**src/include/sfcf_pkg.sv**
```systemverilog
// Shared constants and types for the serial flash command front end
package sfcf_pkg;

  localparam int BYTE_W = 8;
  localparam int ARRAY_ADDR_W = 20;
  localparam int PIN_CNT = 3;

  // Pin positions inside the synchronised pin vector
  localparam int PIN_CS = 2;
  localparam int PIN_SCK = 1;
  localparam int PIN_SI = 0;
  localparam logic [2:0] PIN_RST = 3'h4;

  // Argument byte counting: three address bytes, index of the last one
  localparam logic [1:0] ADDR_LAST = 2'h2;
  localparam logic [2:0] BIT_LAST = 3'h7;
  localparam logic [2:0] BIT_FIRST = 3'h0;

  // Supported opcodes
  localparam logic [7:0] OPC_READ_FAST = 8'h0B;
  localparam logic [7:0] OPC_READ_SLOW = 8'h03;
  localparam logic [7:0] OPC_ERASE_4K = 8'h20;
  localparam logic [7:0] OPC_ERASE_32K = 8'h52;
  localparam logic [7:0] OPC_ERASE_64K = 8'hD8;
  localparam logic [7:0] OPC_CHIP_ERASE_A = 8'h60;
  localparam logic [7:0] OPC_CHIP_ERASE_B = 8'hC7;
  localparam logic [7:0] OPC_PAGE_PROG = 8'h02;
  localparam logic [7:0] OPC_SEQ_PROG_A = 8'hAD;
  localparam logic [7:0] OPC_SEQ_PROG_B = 8'hAF;
  localparam logic [7:0] OPC_WRITE_EN = 8'h06;
  localparam logic [7:0] OPC_WRITE_DIS = 8'h04;
  localparam logic [7:0] OPC_PROT_SECT = 8'h36;
  localparam logic [7:0] OPC_UNPROT_SECT = 8'h39;
  localparam logic [7:0] OPC_READ_PROT = 8'h3C;
  localparam logic [7:0] OPC_READ_STATUS = 8'h05;
  localparam logic [7:0] OPC_WRITE_STATUS = 8'h01;
  localparam logic [7:0] OPC_READ_ID = 8'h9F;
  localparam logic [7:0] OPC_POWER_DOWN = 8'hB9;
  localparam logic [7:0] OPC_RESUME = 8'hAB;

  // Command class word: supported, address, dummy, data direction
  localparam int CLS_SUP = 4;
  localparam int CLS_ADDR = 3;
  localparam int CLS_DUMMY = 2;
  localparam logic [1:0] DIR_NONE = 2'h0;
  localparam logic [1:0] DIR_IN = 2'h1;
  localparam logic [1:0] DIR_OUT = 2'h2;

  // Front end states, one-hot
  typedef enum logic [6:0] {
    ST_IDLE = 7'h01,
    ST_OPCODE = 7'h02,
    ST_ADDR = 7'h04,
    ST_DUMMY = 7'h08,
    ST_DATA_IN = 7'h10,
    ST_DATA_OUT = 7'h20,
    ST_IGNORE = 7'h40
  } sfcf_state_t;

endpackage

```
**src/verilog/sfcf_pin_sync.sv**
```systemverilog
// Two-stage synchroniser for the serial pins
`timescale 1ns/1ps
module sfcf_pin_sync #(
  parameter int W = 3,
  parameter logic [W-1:0] RST_VAL = '0
) (
  input wire logic clk_sys_i,
  input wire logic rst_i,
  input wire logic [W-1:0] pin_i,
  output logic [W-1:0] sync_o
);

  logic [W-1:0] meta_reg;

  // One pair of flops per pin; only the second stage leaves the module
  for (genvar i = 0; i < W; i++) begin : g_bit
    always_ff @(posedge clk_sys_i or posedge rst_i) begin
      if (rst_i) begin
        meta_reg[i] <= RST_VAL[i];
        sync_o[i] <= RST_VAL[i];
      end else begin
        meta_reg[i] <= pin_i[i];
        sync_o[i] <= meta_reg[i];
      end
    end
  end

endmodule

```
**src/verilog/sfcf_shift_in.sv**
```systemverilog
// Serial input byte assembler, most significant bit first
`timescale 1ns/1ps
module sfcf_shift_in (
  input wire logic clk_sys_i,
  input wire logic rst_i,
  input wire logic clear_i,
  input wire logic bit_en_i,
  input wire logic bit_i,
  output logic [7:0] byte_o,
  output logic byte_done_o,
  output logic [2:0] bit_cnt_o
);

  logic [6:0] part_reg;

  // Shift each sampled bit in; a deselect drops any partial byte
  always_ff @(posedge clk_sys_i or posedge rst_i) begin
    if (rst_i) begin
      part_reg <= 7'h00;
      bit_cnt_o <= sfcf_pkg::BIT_FIRST;
      byte_o <= 8'h00;
      byte_done_o <= 1'b0;
    end else if (clear_i) begin
      part_reg <= 7'h00;
      bit_cnt_o <= sfcf_pkg::BIT_FIRST;
      byte_done_o <= 1'b0;
    end else begin
      byte_done_o <= bit_en_i && (bit_cnt_o == sfcf_pkg::BIT_LAST);
      if (bit_en_i) begin
        part_reg <= {part_reg[5:0], bit_i};
        bit_cnt_o <= bit_cnt_o + 3'h1;
        if (bit_cnt_o == sfcf_pkg::BIT_LAST) begin
          byte_o <= {part_reg, bit_i};
        end
      end
    end
  end

endmodule

```
**src/verilog/sfcf_front_end.sv**
```systemverilog
// Serial flash command front end: framing, opcode decode, arguments, array read
// Behaviour
// - All bytes travel most significant bit first
// - Chip select release ends the operation
// - Unsupported opcode ignored until next select
// - Early release before arguments does nothing
// - Three address bytes, top four bits ignored
// - 0Bh with dummy, 03h without, both read
// - Erases 20h 52h D8h addressed; 60h C7h chip
// - 02h program: address then 1 to 256 bytes (front end passes every byte to the core, no count limit)
// - ADh/AFh sequential program with internal address counter
// - 3Ch reads protection: address then data out
// - 9Fh identification: no address, data out
// - B9h power down, ABh resume, no arguments
// - Read address advances after every byte
// - After arguments, read data shifts out
// - Read wraps from top address to zero
// - Release during read ends it, output off
// - Modes 0 and 3: sample rise, drive fall
`timescale 1ns/1ps
module sfcf_front_end #(
  parameter int ADDR_W = sfcf_pkg::ARRAY_ADDR_W
) (
  input wire logic clk_sys_i,
  input wire logic rst_i,
  input wire logic cs_n_i,
  input wire logic sck_i,
  input wire logic si_i,
  input wire logic [7:0] rd_data_i,
  output logic so_o,
  output logic so_oe_o,
  output logic cmd_done_o,
  output logic cmd_aligned_o,
  output logic [7:0] cmd_opcode_o,
  output logic [ADDR_W-1:0] cmd_addr_o,
  output logic wr_valid_o,
  output logic [7:0] wr_data_o,
  output logic [ADDR_W-1:0] rd_addr_o,
  output logic seq_mode_o
);

  // Opcode table: {supported, address bytes, dummy byte, direction}
  function automatic logic [4:0] cmd_class(input logic [7:0] opc);
    case (opc)
      sfcf_pkg::OPC_READ_FAST: cmd_class = {3'b111, sfcf_pkg::DIR_OUT};
      sfcf_pkg::OPC_READ_SLOW: cmd_class = {3'b110, sfcf_pkg::DIR_OUT};
      sfcf_pkg::OPC_ERASE_4K: cmd_class = {3'b110, sfcf_pkg::DIR_NONE};
      sfcf_pkg::OPC_ERASE_32K: cmd_class = {3'b110, sfcf_pkg::DIR_NONE};
      sfcf_pkg::OPC_ERASE_64K: cmd_class = {3'b110, sfcf_pkg::DIR_NONE};
      sfcf_pkg::OPC_CHIP_ERASE_A: cmd_class = {3'b100, sfcf_pkg::DIR_NONE};
      sfcf_pkg::OPC_CHIP_ERASE_B: cmd_class = {3'b100, sfcf_pkg::DIR_NONE};
      sfcf_pkg::OPC_PAGE_PROG: cmd_class = {3'b110, sfcf_pkg::DIR_IN};
      sfcf_pkg::OPC_SEQ_PROG_A: cmd_class = {3'b110, sfcf_pkg::DIR_IN};
      sfcf_pkg::OPC_SEQ_PROG_B: cmd_class = {3'b110, sfcf_pkg::DIR_IN};
      sfcf_pkg::OPC_WRITE_EN: cmd_class = {3'b100, sfcf_pkg::DIR_NONE};
      sfcf_pkg::OPC_WRITE_DIS: cmd_class = {3'b100, sfcf_pkg::DIR_NONE};
      sfcf_pkg::OPC_PROT_SECT: cmd_class = {3'b110, sfcf_pkg::DIR_NONE};
      sfcf_pkg::OPC_UNPROT_SECT: cmd_class = {3'b110, sfcf_pkg::DIR_NONE};
      sfcf_pkg::OPC_READ_PROT: cmd_class = {3'b110, sfcf_pkg::DIR_OUT};
      sfcf_pkg::OPC_READ_STATUS: cmd_class = {3'b100, sfcf_pkg::DIR_OUT};
      sfcf_pkg::OPC_WRITE_STATUS: cmd_class = {3'b100, sfcf_pkg::DIR_IN};
      sfcf_pkg::OPC_READ_ID: cmd_class = {3'b100, sfcf_pkg::DIR_OUT};
      sfcf_pkg::OPC_POWER_DOWN: cmd_class = {3'b100, sfcf_pkg::DIR_NONE};
      sfcf_pkg::OPC_RESUME: cmd_class = {3'b100, sfcf_pkg::DIR_NONE};
      default: cmd_class = {3'b000, sfcf_pkg::DIR_NONE};
    endcase
  endfunction

  // Phase that follows the address bytes, or the opcode when there are none
  function automatic sfcf_pkg::sfcf_state_t after_args(input logic [4:0] cls);
    if (cls[sfcf_pkg::CLS_DUMMY]) begin
      after_args = sfcf_pkg::ST_DUMMY;
    end else if (cls[1:0] == sfcf_pkg::DIR_OUT) begin
      after_args = sfcf_pkg::ST_DATA_OUT;
    end else begin
      after_args = sfcf_pkg::ST_DATA_IN;
    end
  endfunction

  logic [2:0] pins_s;
  logic sck_d_reg;
  logic [7:0] rx_byte;
  logic rx_done;
  logic [2:0] rx_cnt;
  sfcf_pkg::sfcf_state_t state_reg;
  sfcf_pkg::sfcf_state_t state_next;
  logic [7:0] opc_reg;
  logic [15:0] addr_hi_reg;
  logic [1:0] arg_cnt_reg;
  logic [ADDR_W-1:0] seq_addr_reg;
  logic [6:0] out_sh_reg;
  logic [2:0] out_cnt_reg;
  logic data_seen_reg;

  // Pins cross into the system clock through two flops each
  sfcf_pin_sync #(
    .W(sfcf_pkg::PIN_CNT),
    .RST_VAL(sfcf_pkg::PIN_RST)
  ) u_sync (
    .clk_sys_i(clk_sys_i),
    .rst_i(rst_i),
    .pin_i({cs_n_i, sck_i, si_i}),
    .sync_o(pins_s)
  );

  // Synchronised pins and serial clock edges
  wire cs_n_s = pins_s[sfcf_pkg::PIN_CS];
  wire sck_s = pins_s[sfcf_pkg::PIN_SCK];
  wire si_s = pins_s[sfcf_pkg::PIN_SI];
  wire sck_rise = sck_s & ~sck_d_reg & ~cs_n_s;
  wire sck_fall = ~sck_s & sck_d_reg & ~cs_n_s;

  // Previous serial clock level for edge detection
  always_ff @(posedge clk_sys_i or posedge rst_i) begin
    if (rst_i) begin
      sck_d_reg <= 1'b0;
    end else begin
      sck_d_reg <= sck_s;
    end
  end

  // Input bytes assembled on rising edges, dropped on deselect
  sfcf_shift_in u_rx (
    .clk_sys_i(clk_sys_i),
    .rst_i(rst_i),
    .clear_i(cs_n_s),
    .bit_en_i(sck_rise),
    .bit_i(si_s),
    .byte_o(rx_byte),
    .byte_done_o(rx_done),
    .bit_cnt_o(rx_cnt)
  );

  // Decode of the incoming opcode and of the held one
  wire [4:0] rx_class = cmd_class(rx_byte);
  wire [4:0] cur_class = cmd_class(opc_reg);
  wire rx_is_seq = (rx_byte == sfcf_pkg::OPC_SEQ_PROG_A) || (rx_byte == sfcf_pkg::OPC_SEQ_PROG_B);
  wire cur_is_seq = (opc_reg == sfcf_pkg::OPC_SEQ_PROG_A) || (opc_reg == sfcf_pkg::OPC_SEQ_PROG_B);
  wire skip_addr = rx_is_seq & seq_mode_o;
  wire need_addr = rx_class[sfcf_pkg::CLS_ADDR] & ~skip_addr;
  wire [23:0] addr_full = {addr_hi_reg, rx_byte};
  wire [ADDR_W-1:0] addr_low = addr_full[ADDR_W-1:0];
  wire addr_last = (state_reg == sfcf_pkg::ST_ADDR) & rx_done & (arg_cnt_reg == sfcf_pkg::ADDR_LAST);
  wire opc_taken = (state_reg == sfcf_pkg::ST_OPCODE) & rx_done;
  wire in_data = (state_reg == sfcf_pkg::ST_DATA_IN) | (state_reg == sfcf_pkg::ST_DATA_OUT);
  wire cmd_end = cs_n_s & in_data;
  wire wr_take = (state_reg == sfcf_pkg::ST_DATA_IN) & rx_done & (cur_class[1:0] == sfcf_pkg::DIR_IN);
  wire byte_load = (state_reg == sfcf_pkg::ST_DATA_OUT) & sck_fall & (out_cnt_reg == sfcf_pkg::BIT_FIRST);
  wire aligned = (rx_cnt == sfcf_pkg::BIT_FIRST) & ((cur_class[1:0] != sfcf_pkg::DIR_IN) | data_seen_reg);

  // Route after the opcode: ignore, address, or straight to data
  sfcf_pkg::sfcf_state_t opc_route;
  assign opc_route = !rx_class[sfcf_pkg::CLS_SUP] ? sfcf_pkg::ST_IGNORE :
                     need_addr ? sfcf_pkg::ST_ADDR : after_args(rx_class);

  // Sequencer; a deselect from any state returns to idle
  always_comb begin
    state_next = state_reg;
    case (state_reg)
      sfcf_pkg::ST_IDLE: begin
        if (!cs_n_s) state_next = sfcf_pkg::ST_OPCODE;
      end
      sfcf_pkg::ST_OPCODE: begin
        if (rx_done) state_next = opc_route;
      end
      sfcf_pkg::ST_ADDR: begin
        if (addr_last) state_next = after_args(cur_class);
      end
      sfcf_pkg::ST_DUMMY: begin
        if (rx_done) state_next = sfcf_pkg::ST_DATA_OUT;
      end
      sfcf_pkg::ST_DATA_IN, sfcf_pkg::ST_DATA_OUT, sfcf_pkg::ST_IGNORE: begin
        state_next = state_reg;
      end
      default: begin
        state_next = sfcf_pkg::ST_IDLE;
      end
    endcase
    if (cs_n_s) state_next = sfcf_pkg::ST_IDLE;
  end

  // State register
  always_ff @(posedge clk_sys_i or posedge rst_i) begin
    if (rst_i) begin
      state_reg <= sfcf_pkg::ST_IDLE;
    end else begin
      state_reg <= state_next;
    end
  end

  // Opcode and address capture, most significant byte first
  always_ff @(posedge clk_sys_i or posedge rst_i) begin
    if (rst_i) begin
      opc_reg <= 8'h00;
      addr_hi_reg <= 16'h0000;
      arg_cnt_reg <= 2'h0;
    end else begin
      if (opc_taken) opc_reg <= rx_byte;
      if (state_reg != sfcf_pkg::ST_ADDR) begin
        arg_cnt_reg <= 2'h0;
      end else if (rx_done) begin
        addr_hi_reg <= {addr_hi_reg[7:0], rx_byte};
        arg_cnt_reg <= arg_cnt_reg + 2'h1;
      end
    end
  end

  // Command report to the core; only complete commands are reported
  always_ff @(posedge clk_sys_i or posedge rst_i) begin
    if (rst_i) begin
      cmd_done_o <= 1'b0;
      cmd_aligned_o <= 1'b0;
      cmd_opcode_o <= 8'h00;
      cmd_addr_o <= '0;
    end else begin
      cmd_done_o <= cmd_end;
      if (cmd_end) cmd_aligned_o <= aligned;
      if (opc_taken) cmd_opcode_o <= rx_byte;
      if (addr_last) begin
        cmd_addr_o <= addr_low;
      end else if (opc_taken && skip_addr) begin
        cmd_addr_o <= seq_addr_reg;
      end
    end
  end

  // Program data bytes handed to the core one at a time
  always_ff @(posedge clk_sys_i or posedge rst_i) begin
    if (rst_i) begin
      wr_valid_o <= 1'b0;
      wr_data_o <= 8'h00;
      data_seen_reg <= 1'b0;
    end else begin
      wr_valid_o <= wr_take;
      if (wr_take) wr_data_o <= rx_byte;
      if (state_reg == sfcf_pkg::ST_IDLE) begin
        data_seen_reg <= 1'b0;
      end else if (wr_take) begin
        data_seen_reg <= 1'b1;
      end
    end
  end

  // Sequential program mode flag and its address counter
  always_ff @(posedge clk_sys_i or posedge rst_i) begin
    if (rst_i) begin
      seq_mode_o <= 1'b0;
      seq_addr_reg <= '0;
    end else if (cmd_end && cur_is_seq && aligned) begin
      seq_mode_o <= 1'b1;
      seq_addr_reg <= cmd_addr_o + 1'b1;
    end else if (cmd_end && opc_reg == sfcf_pkg::OPC_WRITE_DIS) begin
      seq_mode_o <= 1'b0;
    end
  end

  // Read address: set by the arguments, advanced per byte, wraps at the top
  always_ff @(posedge clk_sys_i or posedge rst_i) begin
    if (rst_i) begin
      rd_addr_o <= '0;
    end else if (addr_last) begin
      rd_addr_o <= addr_low;
    end else if (opc_taken) begin
      rd_addr_o <= '0;
    end else if (byte_load) begin
      rd_addr_o <= rd_addr_o + 1'b1;
    end
  end

  // Serial output: load on the first falling edge of a byte, then shift
  always_ff @(posedge clk_sys_i or posedge rst_i) begin
    if (rst_i) begin
      so_o <= 1'b0;
      so_oe_o <= 1'b0;
      out_sh_reg <= 7'h00;
      out_cnt_reg <= sfcf_pkg::BIT_FIRST;
    end else begin
      so_oe_o <= (state_reg == sfcf_pkg::ST_DATA_OUT) & ~cs_n_s;
      if (state_reg != sfcf_pkg::ST_DATA_OUT) begin
        out_cnt_reg <= sfcf_pkg::BIT_FIRST;
      end else if (sck_fall) begin
        out_cnt_reg <= out_cnt_reg + 3'h1;
        if (byte_load) begin
          so_o <= rd_data_i[7];
          out_sh_reg <= rd_data_i[6:0];
        end else begin
          so_o <= out_sh_reg[6];
          out_sh_reg <= {out_sh_reg[5:0], 1'b0};
        end
      end
    end
  end
endmodule

```
**config.mk**
```make
export PLATFORM = sky130hd
export DESIGN_NAME = sfcf_front_end
export DESIGN_NICKNAME = d
export VERILOG_FILES = /design/src/include/sfcf_pkg.sv /design/src/verilog/sfcf_pin_sync.sv /design/src/verilog/sfcf_shift_in.sv /design/src/verilog/sfcf_front_end.sv
export SDC_FILE = /design/constraint.sdc
export NUM_CORES = 1
export LEC_CHECK = 0
export BUFFER_PORTS_ARGS = -buffer_cell sky130_fd_sc_hd__buf_2
export CORE_MARGIN = 3
export CORE_UTILIZATION = 45
export CTS_CLUSTER_SIZE = 8
export DETAILED_ROUTE_END_ITERATION = 10
export HOLD_SLACK_MARGIN = 0.03
export PLACE_DENSITY = 0.67
export SLEW_MARGIN = 25
export SYNTH_ARGS = -nofsm -noshare
export SYNTH_HDL_FRONTEND = slang
export SYNTH_SLANG_ARGS = --single-unit
```
**constraint.sdc**
```tcl
create_clock -name clk_sys_i -period 3.7 [get_ports clk_sys_i]
set_input_delay 0.185 -clock clk_sys_i [delete_from_list [all_inputs] [get_ports clk_sys_i]]
set_output_delay 0.185 -clock clk_sys_i [all_outputs]
set_load 0.05 [all_outputs]
```
* Word level (Yosys, flattened, before mapping)
Cells that the tools add are included.
** Word-level totals
- Register bits after elaboration :: 140
- Latch bits :: 0
- RAM bits :: 0
- Memory bits (read-only) :: 0
- Bits of input ports :: 13
- Output and inout port bits :: 62
- Logic and storage cells :: 180
- Memories kept :: 0
** Cells by class
- $add $sub $neg :: 5
- Multipliers :: 0
- Div/mod/pow operators :: 0
- $lt $le $gt $ge :: 0
- Equality and inequality tests :: 59
- Shifts and indexed selects :: 0
- Muxes and demuxes :: 33
- Bitwise logic cells :: 24
- Reduce and logical (&&, ||, !) cells :: 31
** Operators by type and width (number)
- == test 8 bit (second input constant) :: 14
- two-way mux 20 bit :: 5
- == test 8 x 6 -> 1 bit (second input constant) :: 8
- two-way mux 7 bit :: 9
- == test 8 x 3 -> 1 bit (second input constant) :: 6
- adder 20 x 1 -> 20 bit (second input constant) :: 2
- case mux 5 bit (7 select lines) :: 1
- case mux 7 bit (5 select lines) :: 1
- == test 8 x 2 -> 1 bit (second input constant) :: 4
- == test 8 x 7 -> 1 bit (second input constant) :: 4
- two-way mux 6 bit :: 4
- case mux 3 bit (7 select lines) :: 1
- AND 1 bit :: 16
- == test 8 x 1 -> 1 bit (second input constant) :: 2
- == test 8 x 4 -> 1 bit (second input constant) :: 2
- two-way mux 3 bit :: 4
- nonzero test 2 bit :: 6
- OR reduction 6 bit :: 2
- OR reduction 5 bit :: 2
- OR reduction 3 bit :: 3
- OR reduction 2 bit :: 4
- == test 7 x 1 -> 1 bit (second input constant) :: 1
- == test 7 x 2 -> 1 bit (second input constant) :: 1
- == test 7 x 3 -> 1 bit (second input constant) :: 1
- 25 further kinds :: 49

* Longest topological paths before layout
- Word-level depth :: 11
- Depth in mapped cells :: 10
- Depth with buffers taken out :: 8

* Modules after synthesis
A second synthesis with hierarchy kept.
** Second synthesis, totals
- Cells, all modules :: 690
- Area total of the unflattened synthesis :: 6896.6 µm²
** Modules (own cells, without submodules)
- sfcf_front_end :: instances 1, cells an instance 629, area an instance 5944.5 µm², seq. area each 2879.0 µm²
- sfcf_shift_in :: instances 1, cells an instance 54, area an instance 795.8 µm², seq. area each 475.5 µm²
- sfcf_pin_sync :: instances 1, cells an instance 7, area an instance 156.4 µm², seq. area each 152.6 µm²

* Least setup slack after synthesis
No wires, ideal clock.
- Kind :: register -> register
- From :: register cmd_opcode_o[0] (netlist name)
- To :: register wr_data_o[0]
- Library setup time :: 125 ps
- Arrival :: 2025 ps
- Required time :: 3575 ps
- Path slack :: 1550 ps
- Cell stages (with the launch flop) :: 7
- Buffers on the path :: 0
- Clock period less this slack :: 2150 ps
- Cells stage by stage :: dfrtp_1 nor2b_1 and3b_1 and4_1 a21oi_1 nor2_2 mux2_2
** RTL lines
- to (signal assigned) :: line sfcf_front_end.sv:235 : if (wr_take) wr_data_o <= rx_byte;
- to (decl) :: line sfcf_front_end.sv:37 : output logic [7:0] wr_data_o,

* Worst setup path in the final report
- From :: register state_reg[3]
- To :: register rd_addr_o[4]
** On the way
- Word-level cells in the longest chain between the ends :: 4
- Elaborated cells between the ends (all ways) :: 11
- Those cells by class :: 3 x eq/ne; 2 x mux; 5 x bitwise; 1 x reduce/logical
** RTL lines
- from (decl) :: line sfcf_front_end.sv:85 : sfcf_pkg::sfcf_state_t state_reg;
- from (signal assigned) :: line sfcf_front_end.sv:185 : state_reg <= sfcf_pkg::ST_IDLE;
- from (signal assigned) :: line sfcf_front_end.sv:187 : state_reg <= state_next;
- == test 7 x 3 -> 1 bit, or another cell as far along :: line sfcf_front_end.sv:143 : wire addr_last = (state_reg == sfcf_pkg::ST_ADDR) & rx_done & (arg_cnt_reg == sfcf_pkg::ADDR_LAST);
- AND 1 bit (on tied branches) :: line sfcf_front_end.sv:143, sfcf_front_end.sv:144, sfcf_front_end.sv:148
- AND 1 bit, or another cell as far along :: line sfcf_front_end.sv:143
- nonzero test 3 bit (no line) / two-way mux 20 bit (equally long branches)
- to (signal assigned) :: line sfcf_front_end.sv:262 : rd_addr_o <= addr_low;
- to (signal assigned) :: line sfcf_front_end.sv:266 : rd_addr_o <= rd_addr_o + 1'b1;
- to (decl) :: line sfcf_front_end.sv:38 : output logic [ADDR_W-1:0] rd_addr_o,
Several ways; a longest one is shown, not always the timed one.
A chain may end at the register's enable or synchronous reset.

==> run summary <==
status -> finished, final reports clean
Placer Congestion -> 0.949
Post CTS Setup Buffer Count -> 0
crit share post-route -> 0.770
Psw -> 0.000731 W
Clock transition at path regs -> 0.07 ns
max cap viols -> 0
share of flip-flops with an asynchronous set or reset -> 1.00
Setup CP Type -> flip-flop to flip-flop
fin nets -> 794
die width -> 128 µm
Diodes inserted -> 0
synthesized area -> 6730 µm²
first-pass GRT wire length -> 27200 µm
Wirelength per Cell -> 17.1 µm
PD cells -> 419 nW/µm²
buffers added on ports -> 74
DRT iter0 DRCs -> 366
largest net degree at the start of global routing -> 71
die area -> 16500 µm²
Worst Setup Start Kind -> flip-flop
Clock Power Share -> 0.507
count of final max-slew check failures -> 0
Hold Path Class -> primary input to flip-flop
Crit Path Max Fanout -> 12
drt drc -> 0
Comb power frac -> 0.024
Worst Setup End Kind -> flip-flop
Num Clock Sinks -> 140
Max-slew headroom -> 0.441
hold violation total from the final report -> 0
sequential element share of the synthesized area -> 0.521
Post-synth EDFFs -> 0
Hold Crit Depth -> 3
number of routed nets with antenna violations -> 0
unrepaired setup endpoints after global routing -> false
layout cell share with drive strength beyond 1 -> 0.205
maximum VDD drop -> 0.000337 V
worst endpoint data arrival time -> 3.18 ns
Reg2Reg Depth -> 6
setup TNS -> 0 ns
htree depth -> 4
Die H -> 128 µm
CTS buffer count -> 17
GR Overflow Total -> 0
via count -> 5464
Synth Net Count -> 722
vias in the first global route -> 5284
CTS Root Cell -> clkbuf_16
fin crit period -> 2.85 ns
Filler cells -> 1297
cts repair resizes -> 0
Internal -> 0.00258 W
CTS tree -> yes
clock buffer depth -> 2
GRT Total Usage -> 0.209
skew final -> 0.0123 ns
yosys warns -> 0
Pwr Total -> 0.00331 W
switching share of total power -> 0.221
initial antenna violation count -> 0
Worst Path Required -> 4.03 ns
Slew @ Worst Pin -> 0.834 ns
Syn Area/Cell -> 9.60 µm²
vias per cell -> 5.63
Finish-stage setup viols -> 0
synth unique cells -> 65
Hold WS -> 0.0508 ns
commonest register cell after synthesis -> dfrtp_1
final core occ -> 0.541
row count -> 44
FMAX -> 351 MHz
Post-CTS Hold Buffers -> 5
HPWL after DPL -> 11600 µm
sequential share of power -> 0.469
placed insts -> 932
non-filler cells, final -> 970
initial cell density of the core -> 0.461
Seq cells post-synth -> 140
LEAKAGE -> 3.64 nW
core area -> 14600 µm²
synthesized netlist cell count -> 701
Layout area overhead -> 17.3%
Clk Latency, worst-skew pair -> 0.43 ns
# IOs -> 75
DR pass1 iterations -> 6
final wirelength -> 16500 µm
-- cell usage in the layout (no fill, tap or decap), types with 11 or more instances in the layout --
master     count
nand2_1      157
dfrtp_1      137
buf_2         74
nor2_1        50
o21ai_0       32
nand3_1       29
a21oi_1       26
mux2_2        26
a31oi_1       20
xor2_1        18
o21ai_1       17
clkbuf_16     17
xnor2_1       16
and3_1        11
-- cell usage after synthesis, types with 3 or more instances --
cell type	count	area share
nor2b_1	4	0.0037
nor3b_1	5	0.0056
buf_4	3	0.0033
a2bb2oi_1	10	0.013
buf_2	7	0.0052
o21ai_0	32	0.024
a31oi_1	20	0.019
nand3_1	29	0.022
nor2_1	50	0.028
mux2i_1	8	0.012
mux2_2	26	0.043
nand4_1	6	0.0056
o21ai_1	18	0.013
inv_1	11	0.0061
ha_1	8	0.015
nor3_1	10	0.0074
nand2b_1	3	0.0028
o22ai_1	3	0.0028
a21oi_1	26	0.019
dfrtp_1	137	0.51
and4_1	3	0.0039
nand2_1	157	0.088
nand4b_1	5	0.0065
nand3b_1	3	0.0033
o31ai_1	3	0.0033
and3_1	11	0.010
dfstp_2	3	0.012
nor4b_1	3	0.0039
xor2_1	18	0.023
clkbuf_1	21	0.012
xnor2_1	16	0.021
-- per-stage QoR --
| stage | area (µm²) | setup WS, ns |
|---|---|---|
| after detailed placement | 7240 | 0.899 |
| after CTS | 7880 | 0.859 |
| final | 7900 | 0.852 |
| after global routing | 7900 | 0.575 |
| after global placement | 7240 | 1.06 |
| after floorplan | 6740 | 1.55 |
-- power by group through the flow --
| stage | Sequential [W] | Combinational [W] | Clock (W) |
|---|---|---|---|
| 6_report | 0.00155 | 0.0000809 | 0.00168 |
| 5_1_grt | 0.00155 | 0.0000925 | 0.00177 |
| 4_1_cts | 0.00155 | 0.0000808 | 0.00171 |
| 3_5_place_dp | 0.00158 | 0.0000765 | 0 |
| 3_3_place_gp | 0.00158 | 0.0000744 | 0 |
| 2_1_floorplan | 0.00158 | 0.0000539 | 0 |
-- final cells by class --
class                   count  area, µm²  share of cell area
repair buffers             88        513              0.0649
inverters                  13       52.6             0.00665
flip-flops and latches    140       3510               0.444
clock buffers              19        443              0.0561
well taps                 184        230              0.0291
clock inverters            13        143              0.0181
multi-input cells         513       3010               0.381
-- routing by layer --
layer,global-route usage,vias to the layer above,part of all wire
met5,0,-,0
met4,0.0818,0,0.014
met3,0.0479,18,0.062
met2,0.328,184,0.47
met1,0.283,2678,0.46
li1,-,2584,-
-- critical path, cell delays in order (launching register included) --
cell and delay, ns:
dfrtp_1 0.46, nor2_1 0.27, nand4b_1 0.38, nor3b_2 0.81
nor2_1 0.40, a21oi_1 0.23, a2bb2oi_1 0.20
-- final timing paths --
kind | from | endpoint | slack [ns]
worst max-delay path | state_reg[3] | rd_addr_o[4] | 0.85
worst min-delay path | rd_data_i[4] | out_sh_reg[4] | 0.05
worst max register to register | state_reg[3] | rd_addr_o[4] | 0.85
worst min register to register | u_sync.meta_reg[1] | u_sync.sync_o[1] | 0.35
max in group asynchronous | rst_i | seq_addr_reg[6] | 2.51
min in group asynchronous | rst_i | cmd_opcode_o[7] | 0.29
-- kinds of logic after synthesis --
| kind of cell | synth area share |
|---|---|
| muxes | 0.0571 |
| buffers and inverters | 0.0323 |
| DFF | 0.521 |
| AOI/OAI and AO/OA | 0.117 |
| xor gates and xnor gates | 0.0442 |
| and+or+nand+nor | 0.214 |
| adders and majority gates | 0.0149 |
Note: power is estimated with default switching activity, not from simulation.
